[src/sbfw_pkg.sv]
// constants and types for the serial boot flash write sequencer
// assumes a byte-level uart front end outside the block
`default_nettype none
package sbfw_pkg;
    // ***********************************************
    // protocol bytes
    // ***********************************************
    localparam logic [7:0] MATCH_BYTE = 8'h5a;
    localparam logic [7:0] BAUD_INIT = 8'h28;
    localparam logic [7:0] CMD_WRITE = 8'h30;
    localparam logic [7:0] ERR_LEAD1 = 8'ha1;
    localparam logic [7:0] ERR_LEAD2 = 8'ha3;
    localparam logic [7:0] ERR_BAUD = 8'h62;
    localparam logic [7:0] ERR_CMD = 8'h63;
    localparam logic [7:0] START_MARK = 8'h3a;
    localparam logic [7:0] ERASED = 8'hff;
    localparam logic [7:0] REC_DATA = 8'h00;
    localparam logic [7:0] REC_END = 8'h01;
    // ***********************************************
    // areas and counts
    // ***********************************************
    localparam logic [15:0] AREA_LO = 16'hffe0;
    localparam logic [15:0] AREA_HI = 16'hffff;
    localparam logic [3:0] ERR_REPEAT = 4'h3;
    localparam logic [3:0] ERR_LEN = 4'h9;
    localparam logic [7:0] ADDR_BYTES = 8'h04;
    localparam logic [7:0] F_LEN = 8'h00;
    localparam logic [7:0] F_AHI = 8'h01;
    localparam logic [7:0] F_ALO = 8'h02;
    localparam logic [7:0] F_TYPE = 8'h03;
    localparam logic [7:0] F_DATA = 8'h04;
    localparam int NUM_BAUD = 5;

    typedef enum logic [4:0] {
        S_SYNC, S_BAUD, S_BAUD_DRAIN, S_CMD, S_BLANK_RD, S_BLANK_CK,
        S_ADDR, S_CNT_RD, S_CNT_CK, S_PW, S_PW_CK, S_HEX, S_REC,
        S_PROG, S_SUM_HI, S_SUM_LO, S_ERR, S_HALT
    } sbfw_state_e;
endpackage
`default_nettype wire

[src/sbfw_stream_if.sv]
// valid/ready byte stream between the sequencer and its tx buffer
// assumes both ends share one clock
`timescale 1ns/1ps
`default_nettype none
interface sbfw_stream_if #(parameter int WIDTH = 8);
    logic valid;
    logic ready;
    logic [WIDTH-1:0] data;
    modport src(output valid, output data, input ready);
    modport snk(input valid, input data, output ready);
endinterface
`default_nettype wire

[src/sbfw_top.sv]
// serial boot sequencer: sync, baud change, write command, password,
// hex record intake with flash programming and sum return
// assumes byte-level uart outside; flash read data valid while memRdEn
`timescale 1ns/1ps
`default_nettype none
module sbfw_top #(
    parameter int REC_DEPTH = 32,
    parameter logic [8*sbfw_pkg::NUM_BAUD-1:0] BAUD_CODES =
        {8'h28, 8'h18, 8'h20, 8'h38, 8'h48}
) (
    // clock and reset
    input wire logic ref_clk,
    input wire logic resetn,
    input wire logic clkEn,
    // uart receive bytes
    input wire logic rxValid,
    input wire logic [7:0] rxData,
    input wire logic rxError,
    // uart transmit bytes
    output logic txValid,
    output logic [7:0] txData,
    input wire logic txReady,
    input wire logic txIdle,
    // rate control
    input wire logic [sbfw_pkg::NUM_BAUD-1:0] baudAllow,
    output logic [7:0] baudCode,
    output logic baudApply,
    // flash access
    output logic memRdEn,
    output logic [15:0] memRdAddr,
    input wire logic [7:0] memRdData,
    output logic progValid,
    output logic [15:0] progAddr,
    output logic [7:0] progData,
    // status
    input wire logic securityOn,
    output logic halted
);
    import sbfw_pkg::*;

    typedef struct packed {
        sbfw_state_e state;
        logic pushValid;
        logic [7:0] pushData;
        logic [7:0] idx;
        logic [3:0] errCnt;
        logic [7:0] errCode;
        logic [7:0] pendBaud;
        logic [7:0] baudCode;
        logic baudApply;
        logic [15:0] cntAddr;
        logic [15:0] cmpAddr;
        logic [7:0] pwLen;
        logic blank;
        logic [7:0] rxByte;
        logic [7:0] recLen;
        logic [15:0] recAddr;
        logic [7:0] recType;
        logic [7:0] recSum;
        logic [15:0] sum;
        logic rdEn;
        logic [15:0] rdAddr;
        logic progValid;
        logic [15:0] progAddr;
        logic [7:0] progData;
        logic halted;
    } sbfw_regs_s;

    // ***********************************************
    // reset release
    // ***********************************************
    logic rstMeta, rstn;
    always_ff @(posedge ref_clk or negedge resetn) begin
        if (!resetn) begin
            rstMeta <= 1'b0;
            rstn <= 1'b0;
        end else begin
            rstMeta <= 1'b1;
            rstn <= rstMeta;
        end
    end

    // ***********************************************
    // helpers
    // ***********************************************
    function automatic logic inArea(input logic [15:0] a);
        inArea = (a >= AREA_LO) && (a <= AREA_HI);
    endfunction

    function automatic logic baudOk(input logic [7:0] c,
                                    input logic [NUM_BAUD-1:0] allow);
        baudOk = 1'b0;
        for (int i = 0; i < NUM_BAUD; i++) begin
            if (allow[i] && BAUD_CODES[8*i +: 8] == c) begin
                baudOk = 1'b1;
            end
        end
    endfunction

    sbfw_stream_if #(.WIDTH(8)) txIn ();
    sbfw_stream_if #(.WIDTH(8)) txOut ();
    sbfw_tx_buf #(.WIDTH(8), .DEPTH(2)) txBuf (
        .clk(ref_clk),
        .rstn(rstn),
        .clkEn(clkEn),
        .inSide(txIn.snk),
        .outSide(txOut.src)
    );

    sbfw_regs_s st, n;
    logic [7:0] recBuf [REC_DEPTH];
    logic bufWe;
    logic [7:0] bufWa;
    logic [7:0] curByte;

    // ***********************************************
    // sequencer
    // ***********************************************
    always_comb begin
        n = st;
        n.pushValid = st.pushValid && !txIn.ready;
        n.rdEn = 1'b0;
        n.progValid = 1'b0;
        n.baudApply = 1'b0;
        bufWe = 1'b0;
        bufWa = st.idx - F_DATA;
        curByte = recBuf[st.idx[$clog2(REC_DEPTH)-1:0]];
        case (st.state)
            S_SYNC: begin
                // a garbled match byte is simply dropped
                if (rxValid && !rxError && rxData == MATCH_BYTE) begin
                    n.pushValid = 1'b1;
                    n.pushData = MATCH_BYTE;
                    n.state = S_BAUD;
                end
            end
            S_BAUD: if (rxValid) begin
                if (!rxError && baudOk(rxData, baudAllow)) begin
                    n.pushValid = 1'b1;
                    n.pushData = rxData;
                    n.pendBaud = rxData;
                    n.state = S_BAUD_DRAIN;
                end else begin
                    n.errCode = ERR_BAUD;
                    n.errCnt = '0;
                    n.state = S_ERR;
                end
            end
            S_BAUD_DRAIN: begin
                // rate flips only once the echo has fully left the line
                if (!st.pushValid && !txOut.valid && txIdle) begin
                    n.baudCode = st.pendBaud;
                    n.baudApply = 1'b1;
                    n.state = S_CMD;
                end
            end
            S_CMD: if (rxValid) begin
                if (rxError || rxData != CMD_WRITE) begin
                    n.errCode = ERR_CMD;
                    n.errCnt = '0;
                    n.state = S_ERR;
                end else if (securityOn) begin
                    n.state = S_HALT;
                end else begin
                    n.pushValid = 1'b1;
                    n.pushData = rxData;
                    n.idx = '0;
                    n.sum = '0;
                    n.blank = 1'b1;
                    n.state = S_BLANK_RD;
                end
            end
            S_BLANK_RD: begin
                n.rdEn = 1'b1;
                n.rdAddr = AREA_LO + {8'h00, st.idx};
                n.state = S_BLANK_CK;
            end
            S_BLANK_CK: begin
                if (memRdData != ERASED) begin
                    n.blank = 1'b0;
                end
                n.idx = st.idx + 1'b1;
                n.state = S_BLANK_RD;
                if (st.rdAddr == AREA_HI) begin
                    n.idx = '0;
                    n.state = S_ADDR;
                end
            end
            S_ADDR: if (rxValid) begin
                if (rxError) begin
                    n.state = S_HALT;
                end else begin
                    {n.cntAddr, n.cmpAddr} =
                        {st.cntAddr[7:0], st.cmpAddr, rxData};
                    n.idx = st.idx + 1'b1;
                    if (st.idx == ADDR_BYTES - 1'b1) begin
                        n.state = S_CNT_RD;
                    end
                end
            end
            S_CNT_RD: begin
                // both addresses must point into the protected area
                if (!inArea(st.cntAddr) || !inArea(st.cmpAddr)) begin
                    n.state = S_HALT;
                end else begin
                    n.rdEn = 1'b1;
                    n.rdAddr = st.cntAddr;
                    n.state = S_CNT_CK;
                end
            end
            S_CNT_CK: begin
                n.pwLen = memRdData;
                n.idx = '0;
                n.state = (st.blank || memRdData == '0) ? S_HEX : S_PW;
            end
            S_PW: if (rxValid) begin
                if (rxError) begin
                    n.state = S_HALT;
                end else begin
                    n.rxByte = rxData;
                    n.rdEn = 1'b1;
                    n.rdAddr = st.cmpAddr + {8'h00, st.idx};
                    n.state = S_PW_CK;
                end
            end
            S_PW_CK: begin
                n.idx = st.idx + 1'b1;
                if (memRdData != st.rxByte) begin
                    n.state = S_HALT;
                end else if (st.idx + 1'b1 == st.pwLen) begin
                    n.state = S_HEX;
                end else begin
                    n.state = S_PW;
                end
            end
            S_HEX: if (rxValid) begin
                if (rxError) begin
                    n.state = S_HALT;
                end else if (rxData == START_MARK) begin
                    n.idx = '0;
                    n.recSum = '0;
                    n.state = S_REC;
                end
            end
            S_REC: if (rxValid) begin
                n.recSum = st.recSum + rxData;
                n.idx = st.idx + 1'b1;
                if (rxError) begin
                    n.state = S_HALT;
                end else if (st.idx == F_LEN) begin
                    n.recLen = rxData;
                    // longer records than the buffer cannot be verified
                    if (rxData > 8'(REC_DEPTH)) begin
                        n.state = S_HALT;
                    end
                end else if (st.idx == F_AHI) begin
                    n.recAddr[15:8] = rxData;
                end else if (st.idx == F_ALO) begin
                    n.recAddr[7:0] = rxData;
                end else if (st.idx == F_TYPE) begin
                    n.recType = rxData;
                end else if (st.idx < F_DATA + st.recLen) begin
                    bufWe = 1'b1;
                end else if (st.recSum + rxData != '0) begin
                    n.state = S_HALT;
                end else if (st.recType == REC_DATA) begin
                    n.idx = '0;
                    n.state = (st.recLen == '0) ? S_HEX : S_PROG;
                end else if (st.recType == REC_END) begin
                    n.state = S_SUM_HI;
                end else begin
                    n.state = S_HALT;
                end
            end
            S_PROG: begin
                n.progValid = 1'b1;
                n.progAddr = st.recAddr + {8'h00, st.idx};
                n.progData = curByte;
                n.sum = st.sum + {8'h00, curByte};
                n.idx = st.idx + 1'b1;
                if (st.idx + 1'b1 == st.recLen) begin
                    n.state = S_HEX;
                end
            end
            S_SUM_HI: if (!st.pushValid) begin
                n.pushValid = 1'b1;
                n.pushData = st.sum[15:8];
                n.state = S_SUM_LO;
            end
            S_SUM_LO: if (!st.pushValid) begin
                n.pushValid = 1'b1;
                n.pushData = st.sum[7:0];
                n.state = S_CMD;
            end
            S_ERR: if (!st.pushValid) begin
                n.pushValid = 1'b1;
                n.pushData = (st.errCnt < ERR_REPEAT) ? ERR_LEAD1 :
                             (st.errCnt < ERR_REPEAT + ERR_REPEAT) ?
                             ERR_LEAD2 : st.errCode;
                n.errCnt = st.errCnt + 1'b1;
                if (st.errCnt == ERR_LEN - 1'b1) begin
                    n.state = S_HALT;
                end
            end
            S_HALT: n.state = S_HALT;
            default: n.state = S_HALT;
        endcase
        n.halted = (n.state == S_HALT);
    end

    always_ff @(posedge ref_clk or negedge rstn) begin
        if (!rstn) begin
            st <= '{state: S_SYNC, baudCode: BAUD_INIT, default: '0};
        end else if (clkEn) begin
            st <= n;
        end
    end

    always_ff @(posedge ref_clk) begin
        if (clkEn && bufWe) begin
            recBuf[bufWa[$clog2(REC_DEPTH)-1:0]] <= rxData;
        end
    end

    assign txIn.valid = st.pushValid;
    assign txIn.data = st.pushData;
    assign txOut.ready = txReady;
    assign txValid = txOut.valid;
    assign txData = txOut.data;
    assign baudCode = st.baudCode;
    assign baudApply = st.baudApply;
    assign memRdEn = st.rdEn;
    assign memRdAddr = st.rdAddr;
    assign progValid = st.progValid;
    assign progAddr = st.progAddr;
    assign progData = st.progData;
    assign halted = st.halted;
endmodule
`default_nettype wire

[src/sbfw_tx_buf.sv]
// small fifo in front of the uart transmitter
// assumes asynchronous active-low reset already released cleanly
`timescale 1ns/1ps
`default_nettype none
module sbfw_tx_buf #(
    parameter int WIDTH = 8,
    parameter int DEPTH = 2
) (
    // clocking
    input wire logic clk,
    input wire logic rstn,
    input wire logic clkEn,
    // streams
    sbfw_stream_if.snk inSide,
    sbfw_stream_if.src outSide
);
    localparam int CW = $clog2(DEPTH + 1);
    localparam logic [CW-1:0] FULL = CW'(DEPTH);

    // entry 0 is always the head, so the output leaves straight from a flop
    logic [WIDTH-1:0] mem [DEPTH];
    logic [WIDTH-1:0] next_mem [DEPTH];
    logic [CW-1:0] count, next_count, wrPos;
    logic headValid, next_headValid;
    logic doWr, doRd;

    always_comb begin
        doWr = inSide.valid && (count != FULL);
        doRd = outSide.ready && headValid;
        next_mem = mem;
        next_count = count;
        wrPos = doRd ? count - 1'b1 : count;
        if (doRd) begin
            for (int i = 0; i < DEPTH - 1; i++) begin
                next_mem[i] = mem[i + 1];
            end
        end
        for (int i = 0; i < DEPTH; i++) begin
            if (doWr && wrPos == CW'(i)) begin
                next_mem[i] = inSide.data;
            end
        end
        if (doWr && !doRd) begin
            next_count = count + 1'b1;
        end else if (doRd && !doWr) begin
            next_count = count - 1'b1;
        end
        next_headValid = (next_count != '0);
    end

    always_ff @(posedge clk or negedge rstn) begin
        if (!rstn) begin
            count <= '0;
            headValid <= 1'b0;
        end else if (clkEn) begin
            count <= next_count;
            headValid <= next_headValid;
        end
    end

    // storage holds no control state, so no reset needed
    always_ff @(posedge clk) begin
        if (clkEn) begin
            mem <= next_mem;
        end
    end

    assign inSide.ready = (count != FULL);
    assign outSide.valid = headValid;
    assign outSide.data = mem[0];
endmodule
`default_nettype wire

[config.mk]
export PLATFORM = sky130hd
export DESIGN_NAME = sbfw_top
export DESIGN_NICKNAME = d
export VERILOG_FILES = /design/src/sbfw_pkg.sv /design/src/sbfw_stream_if.sv /design/src/sbfw_top.sv /design/src/sbfw_tx_buf.sv
export SDC_FILE = /design/constraint.sdc
export NUM_CORES = 1
export LEC_CHECK = 0
export BUFFER_PORTS_ARGS = -buffer_cell sky130_fd_sc_hd__buf_2
export CAP_MARGIN = 20
export CORE_AREA = 4 4 206 208
export DETAILED_ROUTE_END_ITERATION = 10
export DIE_AREA = 0 0 210 212
export HOLD_SLACK_MARGIN = 0.1
export PLACE_DENSITY = 0.76
export SLEW_MARGIN = 20
export SYNTH_ARGS = -nofsm -noshare
export SYNTH_HDL_FRONTEND = slang
export SYNTH_HIERARCHICAL = 1
export SYNTH_SLANG_ARGS = --single-unit
[constraint.sdc]
create_clock -name ref_clk -period 5.71 [get_ports ref_clk]
set_input_delay 0 -clock ref_clk [delete_from_list [all_inputs] [get_ports ref_clk]]
set_output_delay 0 -clock ref_clk [all_outputs]
set_load 0.03 [all_outputs]
==> metrics.md, run 1 <==
| Metric | Value |
|---|---|
| Mapped cell area | `22,600 um2` |
| Antenna-violating nets left | `0` |
| Die Y | `212 um` |
| Skew-Pair Late Insertion Delay | `0.60 ns` |
| Fin. Hold Viols | `0` |
| Die Wd | `210 um` |
| H-tree depth | `2` |
| DR iter-0 viols | `1,743` |
| Setup_tns | `0 ns` |
| GPL Wtd Cong | `0.920` |
| Fmax | `0.200 GHz` |
| RSZ-0062 raised after global routing | `false` |
| Largest net degree at the start of global routing | `75` |
| Initial Util | `55.7%` |
| Met2 Usage GRT | `41.5%` |
| Hold Slack | `0.168 ns` |
| Via density | `6.35` |
| Critical path data required time | `6.20 ns` |
| Post-route cell area | `24,900 um2` |
| Fraction of layout cells with a size suffix above 1 | `22.7%` |
| GR Util met1 | `36.0%` |
| Worst flop-to-flop path startpoint | `st[177]$_DFFE_PN0P_` |
| Worst-case clock buffer depth | `3` |
| Synthesized net count | `1,782` |
| Row cnt | `74` |
| Worst-path clk slew | `0.06 ns` |
| Die area | `44,500 um2` |
| Port bufs | `89` |
| Final Max Tran Viols | `0` |
| Post-Syn Instances | `1,695` |
| Final WL | `57.0 mm` |
| Total I/O pin count | `90` |
| Area grow syn2layout | `10.3%` |
| Status | `finished clean` |
| Via Count | `14,711` |
| P per Cell Area | `332 nW/um2` |
| Total congestion overflow | `0` |
| Worst Path Arrival | `5.49 ns` |
| Crit path launch | `st[177]$_DFFE_PN0P_` |
| Count of flip-flops with a built-in enable after synthesis | `272` |
| Util after Layout | `61.4%` |
| Drt drc | `0` |
| Commonest non-fill, non-tap cell in the layout | `edfxtp_1` |
| CP max FO | `49` |
| Setup Viol. Count Final | `0` |
| CTS tree | `yes` |
| Post-synthesis sequential area ratio | `58.1%` |
| R2r setup slk | `0.72 ns` |
| Setup Skew | `0.0309 ns` |
| Pre-antenna DRT Iters | `7` |
| Most Crowded Layer GR | `met2` |
| P_leak | `9.74 nW` |
| Maximum vdd ir drop | `0.208 mV` |
| Wire per inst | `24.6 um` |
| Crit start category | `flop` |
| Most frequent cells in the layout | `edfxtp_1, dfrtp_1, nor2_1` |
| Setup crit end kind | `flop` |
| Total Nets Final | `1,833` |
| Max-slew headroom | `32.3%` |
| Clk root buf | `clkbuf_16` |
| Final period utilization | `87.4%` |
| Clk sink count | `470` |
| DPL Wire Length | `37.4 mm` |
| WS Path Type | `reg -> reg` |
| Antenna cells | `0` |
| Worst Hold Launch | `txIdle` |
| Initial antenna violation count | `0` |
| Worst-margin pin slew | `1.02 ns` |
| Placed instance area | `23,100 um2` |
| CTS Buf Count | `45` |
| Register bit total from synthesis | `470` |
| CORE AREA | `40,600 um2` |
| Distinct cell type count after synthesis | `86` |
| Vias in the first global route | `14,987` |
| Max-cap violations | `0` |
| Global-route wire length before repair | `89.3 mm` |
| Mean post-synth cell area | `13.3 um2` |
| Hold Crit Class | `in -> reg` |
| Ys flop type | `edfxtp_1` |
| Synth warnings | `6` |
| Ys async rst share | `42.1%` |
| Post-route minimum period | `4.99 ns` |
| Global-route usage over all layers | `25.9%` |
| Met3 Resource Use GR | `3.90%` |
power breakdown:
group | switching, mW | internal, mW | total (mW)
clock network | 1.35 | 1.80 | 3.15
logic | 0.627 | 0.582 | 1.21
registers | 0.213 | 3.70 | 3.92
kinds of logic after synthesis:
logic type	after synthesis	synth area share, %
flops	470	58.1
simple gates	448	9.93
compound gates	271	7.74
mux	198	13.8
buf+inv	175	4.09
xor+xnor	74	2.95
fa+ha+maj	58	3.35
other cells	1	0.0166
cells in the mapped netlist, types with 5 or more instances:
cell / count / area share (%)
a211oi_1: 16 / 0.53
a21o_1: 14 / 0.47
a21oi_1: 65 / 1.4
a22o_1: 15 / 0.58
a22oi_1: 10 / 0.33
a31oi_1: 14 / 0.39
and2_1: 10 / 0.28
and3_1: 15 / 0.42
buf_1: 7 / 0.12
buf_2: 18 / 0.40
buf_4: 61 / 2.0
clkbuf_1: 42 / 0.70
dfrtp_1: 196 / 22
edfxtp_1: 272 / 36
ha_1: 54 / 3.0
inv_1: 42 / 0.70
mux2_2: 108 / 5.4
mux2i_1: 8 / 0.35
mux4_2: 80 / 8.0
nand2_1: 104 / 1.7
nand2b_1: 8 / 0.22
nand3_1: 45 / 1.0
nand4_1: 23 / 0.64
nor2_1: 144 / 2.4
nor2b_1: 9 / 0.25
nor3_1: 23 / 0.51
nor4_1: 18 / 0.50
o211ai_1: 6 / 0.20
o21ai_0: 71 / 1.6
o21bai_1: 7 / 0.23
o22a_1: 5 / 0.19
o22ai_1: 5 / 0.14
o31ai_1: 6 / 0.20
or3_1: 14 / 0.39
or4_1: 7 / 0.23
xnor2_1: 37 / 1.4
xor2_1: 36 / 1.4
state kept, by name, summed over array words and instances, names as in the netlist:
name	cells
recBuf	256
baudCode	8
txBuf/mem	8
st	132
baudApply	1
txBuf/outSide.data	8
txBuf/count	2
memRdAddr	16
memRdEn	1
rstMeta	1
progAddr	16
txIn.data	8
txIn.valid	1
progValid	1
rstn	1
txBuf/outSide.valid	1
progData	8
halted	1
path summary, 6_finish.rpt:
| check | end | depth (start not counted) |
|---|---|---|
| max in group asynchronous | st[178]$_DFFE_PN0P_ | 1 |
| worst max-delay path | st[55]$_DFFE_PN0P_ | 13 |
| worst min register to register | rstn$_DFF_PN0_ | 0 |
| worst min-delay path | halted$_DFFE_PN0P_ | 7 |
| worst max register to register | st[55]$_DFFE_PN0P_ | 13 |
| min in group asynchronous | rstn$_DFF_PN0_ | 3 |
worst max-delay path, stage by stage (launching register included):
cell	delay, ns
dfrtp_4	1.04
mux4_2	0.63
mux4_2	0.50
mux2_2	0.32
ha_1	0.23
fa_1	0.42
a21o_1	0.19
a21oi_1	0.22
o21bai_1	0.11
a21o_1	0.21
a211oi_1	0.50
nor3_1	0.15
nand2b_1	0.17
a31oi_1	0.18
final cells by class:
cell class              count  area (um2)
multi-input cells        1050        8540
repair buffers            134         843
well taps                 532         666
fillers                  2961       15600
clock inverters            35         415
clock buffers              49        1150
inverters                  45         169
flip-flops and latches    470       13100
per-layer routing:
layer  part of all wire [%]  vias up
met4                    3.9        0
li1                       -     6432
met2                     48      715
met1                     41     7435
met5                      0        -
met3                    7.5      129
stage by stage:
stage / setup WS, ns / instances / total power, mW
6_report: 0.718 / 2315 / 8.28
4_1_cts: 0.714 / 2314 / 8.31
5_1_grt: 0.395 / 2315 / 8.61
2_1_floorplan: 1.36 / 1695 / 4.87
3_5_place_dp: 0.811 / 2208 / 5.16
3_3_place_gp: 0.890 / 2208 / 5.11
what timing repair did:
item / 4_1_cts / 5_1_grt
setup buffers: 0 / 0
gates resized for setup: 0 / 0
endpoints found under the hold margin: 144 / 32
hold buffers: 22 / 1
(Power assumes the default switching activity.)
==> run 2, diff against run 1 <==
--- a/config.mk
+++ b/config.mk
@@ -7,11 +7,11 @@
 export LEC_CHECK = 0
 export BUFFER_PORTS_ARGS = -buffer_cell sky130_fd_sc_hd__buf_2
 export CAP_MARGIN = 20
-export CORE_AREA = 4 4 206 208
+export CORE_AREA = 4 4 192 194
 export DETAILED_ROUTE_END_ITERATION = 10
-export DIE_AREA = 0 0 210 212
+export DIE_AREA = 0 0 196 198
 export HOLD_SLACK_MARGIN = 0.1
-export PLACE_DENSITY = 0.76
+export PLACE_DENSITY = 0.82
 export SLEW_MARGIN = 20
 export SYNTH_ARGS = -nofsm -noshare
 export SYNTH_HDL_FRONTEND = slang
==> constraint.sdc (replaced) <==
create_clock -name ref_clk -period 6.2 [get_ports ref_clk]
set_input_delay 0 -clock ref_clk [delete_from_list [all_inputs] [get_ports ref_clk]]
set_output_delay 0 -clock ref_clk [all_outputs]
set_load 0.03 [all_outputs]
==> metrics.md, run 2 (same netlist as run 1, synthesis figures left out) <==
| Metric | Value |
|---|---|
| Worst-path clk slew | `0.06 ns (about the same)` |
| CTS Buf Count | `46 (was 45)` |
| Setup ws final | `0.968 ns (was 0.718 ns)` |
| Largest net degree at the start of global routing | `150 (was 75)` |
| P_leak | `9.70 nW (was 9.74 nW)` |
| DPL Wire Length | `36.8 mm (was 37.4 mm)` |
| Total I/O pin count | `90 (unchanged)` |
| Die Y | `198 um (was 212 um)` |
| Die Wd | `196 um (was 210 um)` |
| Psw | `1.97 mW (was 2.19 mW)` |
| Max-cap violations | `0 (unchanged)` |
| Pre-antenna DRT Iters | `5 (was 7)` |
| Post-route minimum period | `5.23 ns (was 4.99 ns)` |
| Internal power | `5.56 mW (was 6.09 mW)` |
| CORE AREA | `35,200 um2 (was 40,600 um2)` |
| Initial Util | `64.1% (was 55.7%)` |
| WS Path Type | `reg -> reg (unchanged)` |
| Sw Share | `26.2% (was 26.4%)` |
| Port bufs | `89 (unchanged)` |
| Initial antenna violation count | `0 (unchanged)` |
| Status | `finished clean (unchanged)` |
| Hold Crit Class | `in -> reg (unchanged)` |
| Worst-margin pin slew | `1.16 ns (was 1.02 ns)` |
| Max-slew headroom | `22.2% (was 32.3%)` |
| Clk root buf | `clkbuf_16 (unchanged)` |
| Fillcell total | `2,275 (was 2,961)` |
| Clk sink count | `470 (unchanged)` |
| Worst-case clock buffer depth | `3 (unchanged)` |
| Fraction of layout cells with a size suffix above 1 | `22.0% (was 22.7%)` |
| Most frequent cells in the layout | `edfxtp_1, dfrtp_1, nor2_1 (unchanged)` |
| Sequential share of power | `47.9% (was 47.3%)` |
| Crit start category | `flop (unchanged)` |
| Setup crit end kind | `flop (unchanged)` |
| Via Count | `14,750 (was 14,711)` |
| Antenna cells | `0 (unchanged)` |
| Wire per inst | `24.8 um (was 24.6 um)` |
| Maximum vdd ir drop | `0.249 mV (was 0.208 mV)` |
| Antenna-violating nets left | `0 (unchanged)` |
| Area grow syn2layout | `9.56% (was 10.3%)` |
| Total Nets Final | `1,829 (was 1,833)` |
| Final WL | `55.5 mm (was 57.0 mm)` |
| Final period utilization | `84.4% (was 87.4%)` |
| Setup Viol. Count Final | `0 (unchanged)` |
| Setup_tns | `0 ns (unchanged)` |
| RSZ-0062 raised after global routing | `false (unchanged)` |
| Die area | `38,800 um2 (was 44,500 um2)` |
| Pre-CTS WS | `1.07 ns (was 0.811 ns)` |
| Row cnt | `69 (was 74)` |
| Via density | `6.60 (was 6.35)` |
| Combinational power share | `14.8% (was 14.6%)` |
| Final Max Tran Viols | `0 (unchanged)` |
| Drt drc | `0 (unchanged)` |
| CTS tree | `yes (unchanged)` |
| Critical path data required time | `6.71 ns (was 6.20 ns)` |
| Global-route usage over all layers | `29.1% (was 25.9%)` |
| Number of gates resized after cts | `0 (unchanged)` |
| CP max FO | `51 (was 49)` |
| DR iter-0 viols | `1,634 (was 1,743)` |
| Setup Skew | `0.0307 ns (was 0.0309 ns)` |
| Global-route wire length before repair | `88.2 mm (was 89.3 mm)` |
| Skew-Pair Late Insertion Delay | `0.59 ns (was 0.60 ns)` |
| Fmax | `0.191 GHz (was 0.200 GHz)` |
| Total congestion overflow | `0 (unchanged)` |
| Largest register FFs | `256 (unchanged)` |
| Fin. Hold Viols | `0 (unchanged)` |
| Vias in the first global route | `15,083 (was 14,987)` |
| P per Cell Area | `304 nW/um2 (was 332 nW/um2)` |
| Clock share of power | `37.3% (was 38.0%)` |
| GPL Wtd Cong | `0.928 (was 0.920)` |
| H-tree depth | `2 (unchanged)` |
| Worst Path Arrival | `5.74 ns (was 5.49 ns)` |
| Commonest non-fill, non-tap cell in the layout | `edfxtp_1 (unchanged)` |
==> run 2: changes by cell type in the layout (fill, tap and decap cells not counted), sizes merged <==
cell and delta:
clkbuf +9, clkinv -5, buf -3, bufinv -3
clkinvlp -2, dlygate4sd3 -2, inv -2
==> run 2: path summary, 6_finish.rpt <==
path                                          start                       end  slack, ns  cells after the start
worst max-delay path            st[177]$_DFFE_PN0P_        st[55]$_DFFE_PN0P_       0.97                     13
worst min-delay path                         txIdle       st[194]$_DFFE_PN0P_       0.16                      7
worst max register to register  st[177]$_DFFE_PN0P_        st[55]$_DFFE_PN0P_       0.97                     13
worst min register to register    rstMeta$_DFF_PN0_            rstn$_DFF_PN0_       0.35                      0
max in group asynchronous            rstn$_DFF_PN0_  txIn.data[2]$_DFFE_PN0P_       4.57                      1
min in group asynchronous                    resetn            rstn$_DFF_PN0_       0.28                      3
==> run 2: metrics by stage <==
stage | area (um2) | power, mW | utilization, % | cells | hold WS (ns)
after detailed placement | 23000 | 4.75 | 65.4 | 2134 | -0.214
final | 24700 | 7.53 | 70.3 | 2236 | 0.159
after global placement | 23000 | 4.70 | 65.4 | 2134 | -0.215
after floorplan | 22600 | 4.48 | - | 1695 | -0.296
after CTS | 24700 | 7.56 | 70.3 | 2236 | 0.127
after global routing | 24700 | 7.82 | 70.3 | 2236 | 0.203
==> run 2: critical path, cell delays in order (launching register included) <==
cell	delay (ns)
dfrtp_4	1.04
buf_4	0.41
mux4_2	0.54
mux4_2	0.46
mux2_2	0.33
fa_1	0.44
a21o_1	0.17
a21oi_1	0.26
o21bai_1	0.12
a21o_1	0.22
a211oi_1	0.61
nor3_1	0.17
nand2b_1	0.19
a31oi_1	0.16
==> run 2: timing repair <==
action / in CTS / in global routing
endpoints found under the hold margin: 172 / 0
hold buffers: 21 / 0
setup buffers: 0 / 0
==> run 2: layer usage <==
layer	up-vias	share of wire (%)	GRT usage, %
li1	6430	-	-
met1	7436	40	40.3
met2	755	49	48.4
met3	129	7.3	3.76
met4	0	3.6	10.3
met5	-	0	0
==> run 2: layout make-up <==
class / count / area (um2) / share of cell area (%)
well taps: 461 / 577 / 2.33
multi-input cells: 1050 / 8540 / 34.5
clock buffers: 58 / 1260 / 5.09
flip-flops and latches: 470 / 13100 / 53.1
inverters: 45 / 169 / 0.683
clock inverters: 23 / 255 / 1.03
repair buffers: 129 / 811 / 3.28
==> run 2: power by group through the flow <==
stage               registers (mW)  clock network [mW]  logic [mW]
finish                        3.61                2.81        1.11
global placement              3.66                   0        1.03
floorplan                     3.56                   0       0.922
CTS                           3.61                2.84        1.11
detailed placement            3.67                   0        1.08
global route                  3.63                2.99        1.20
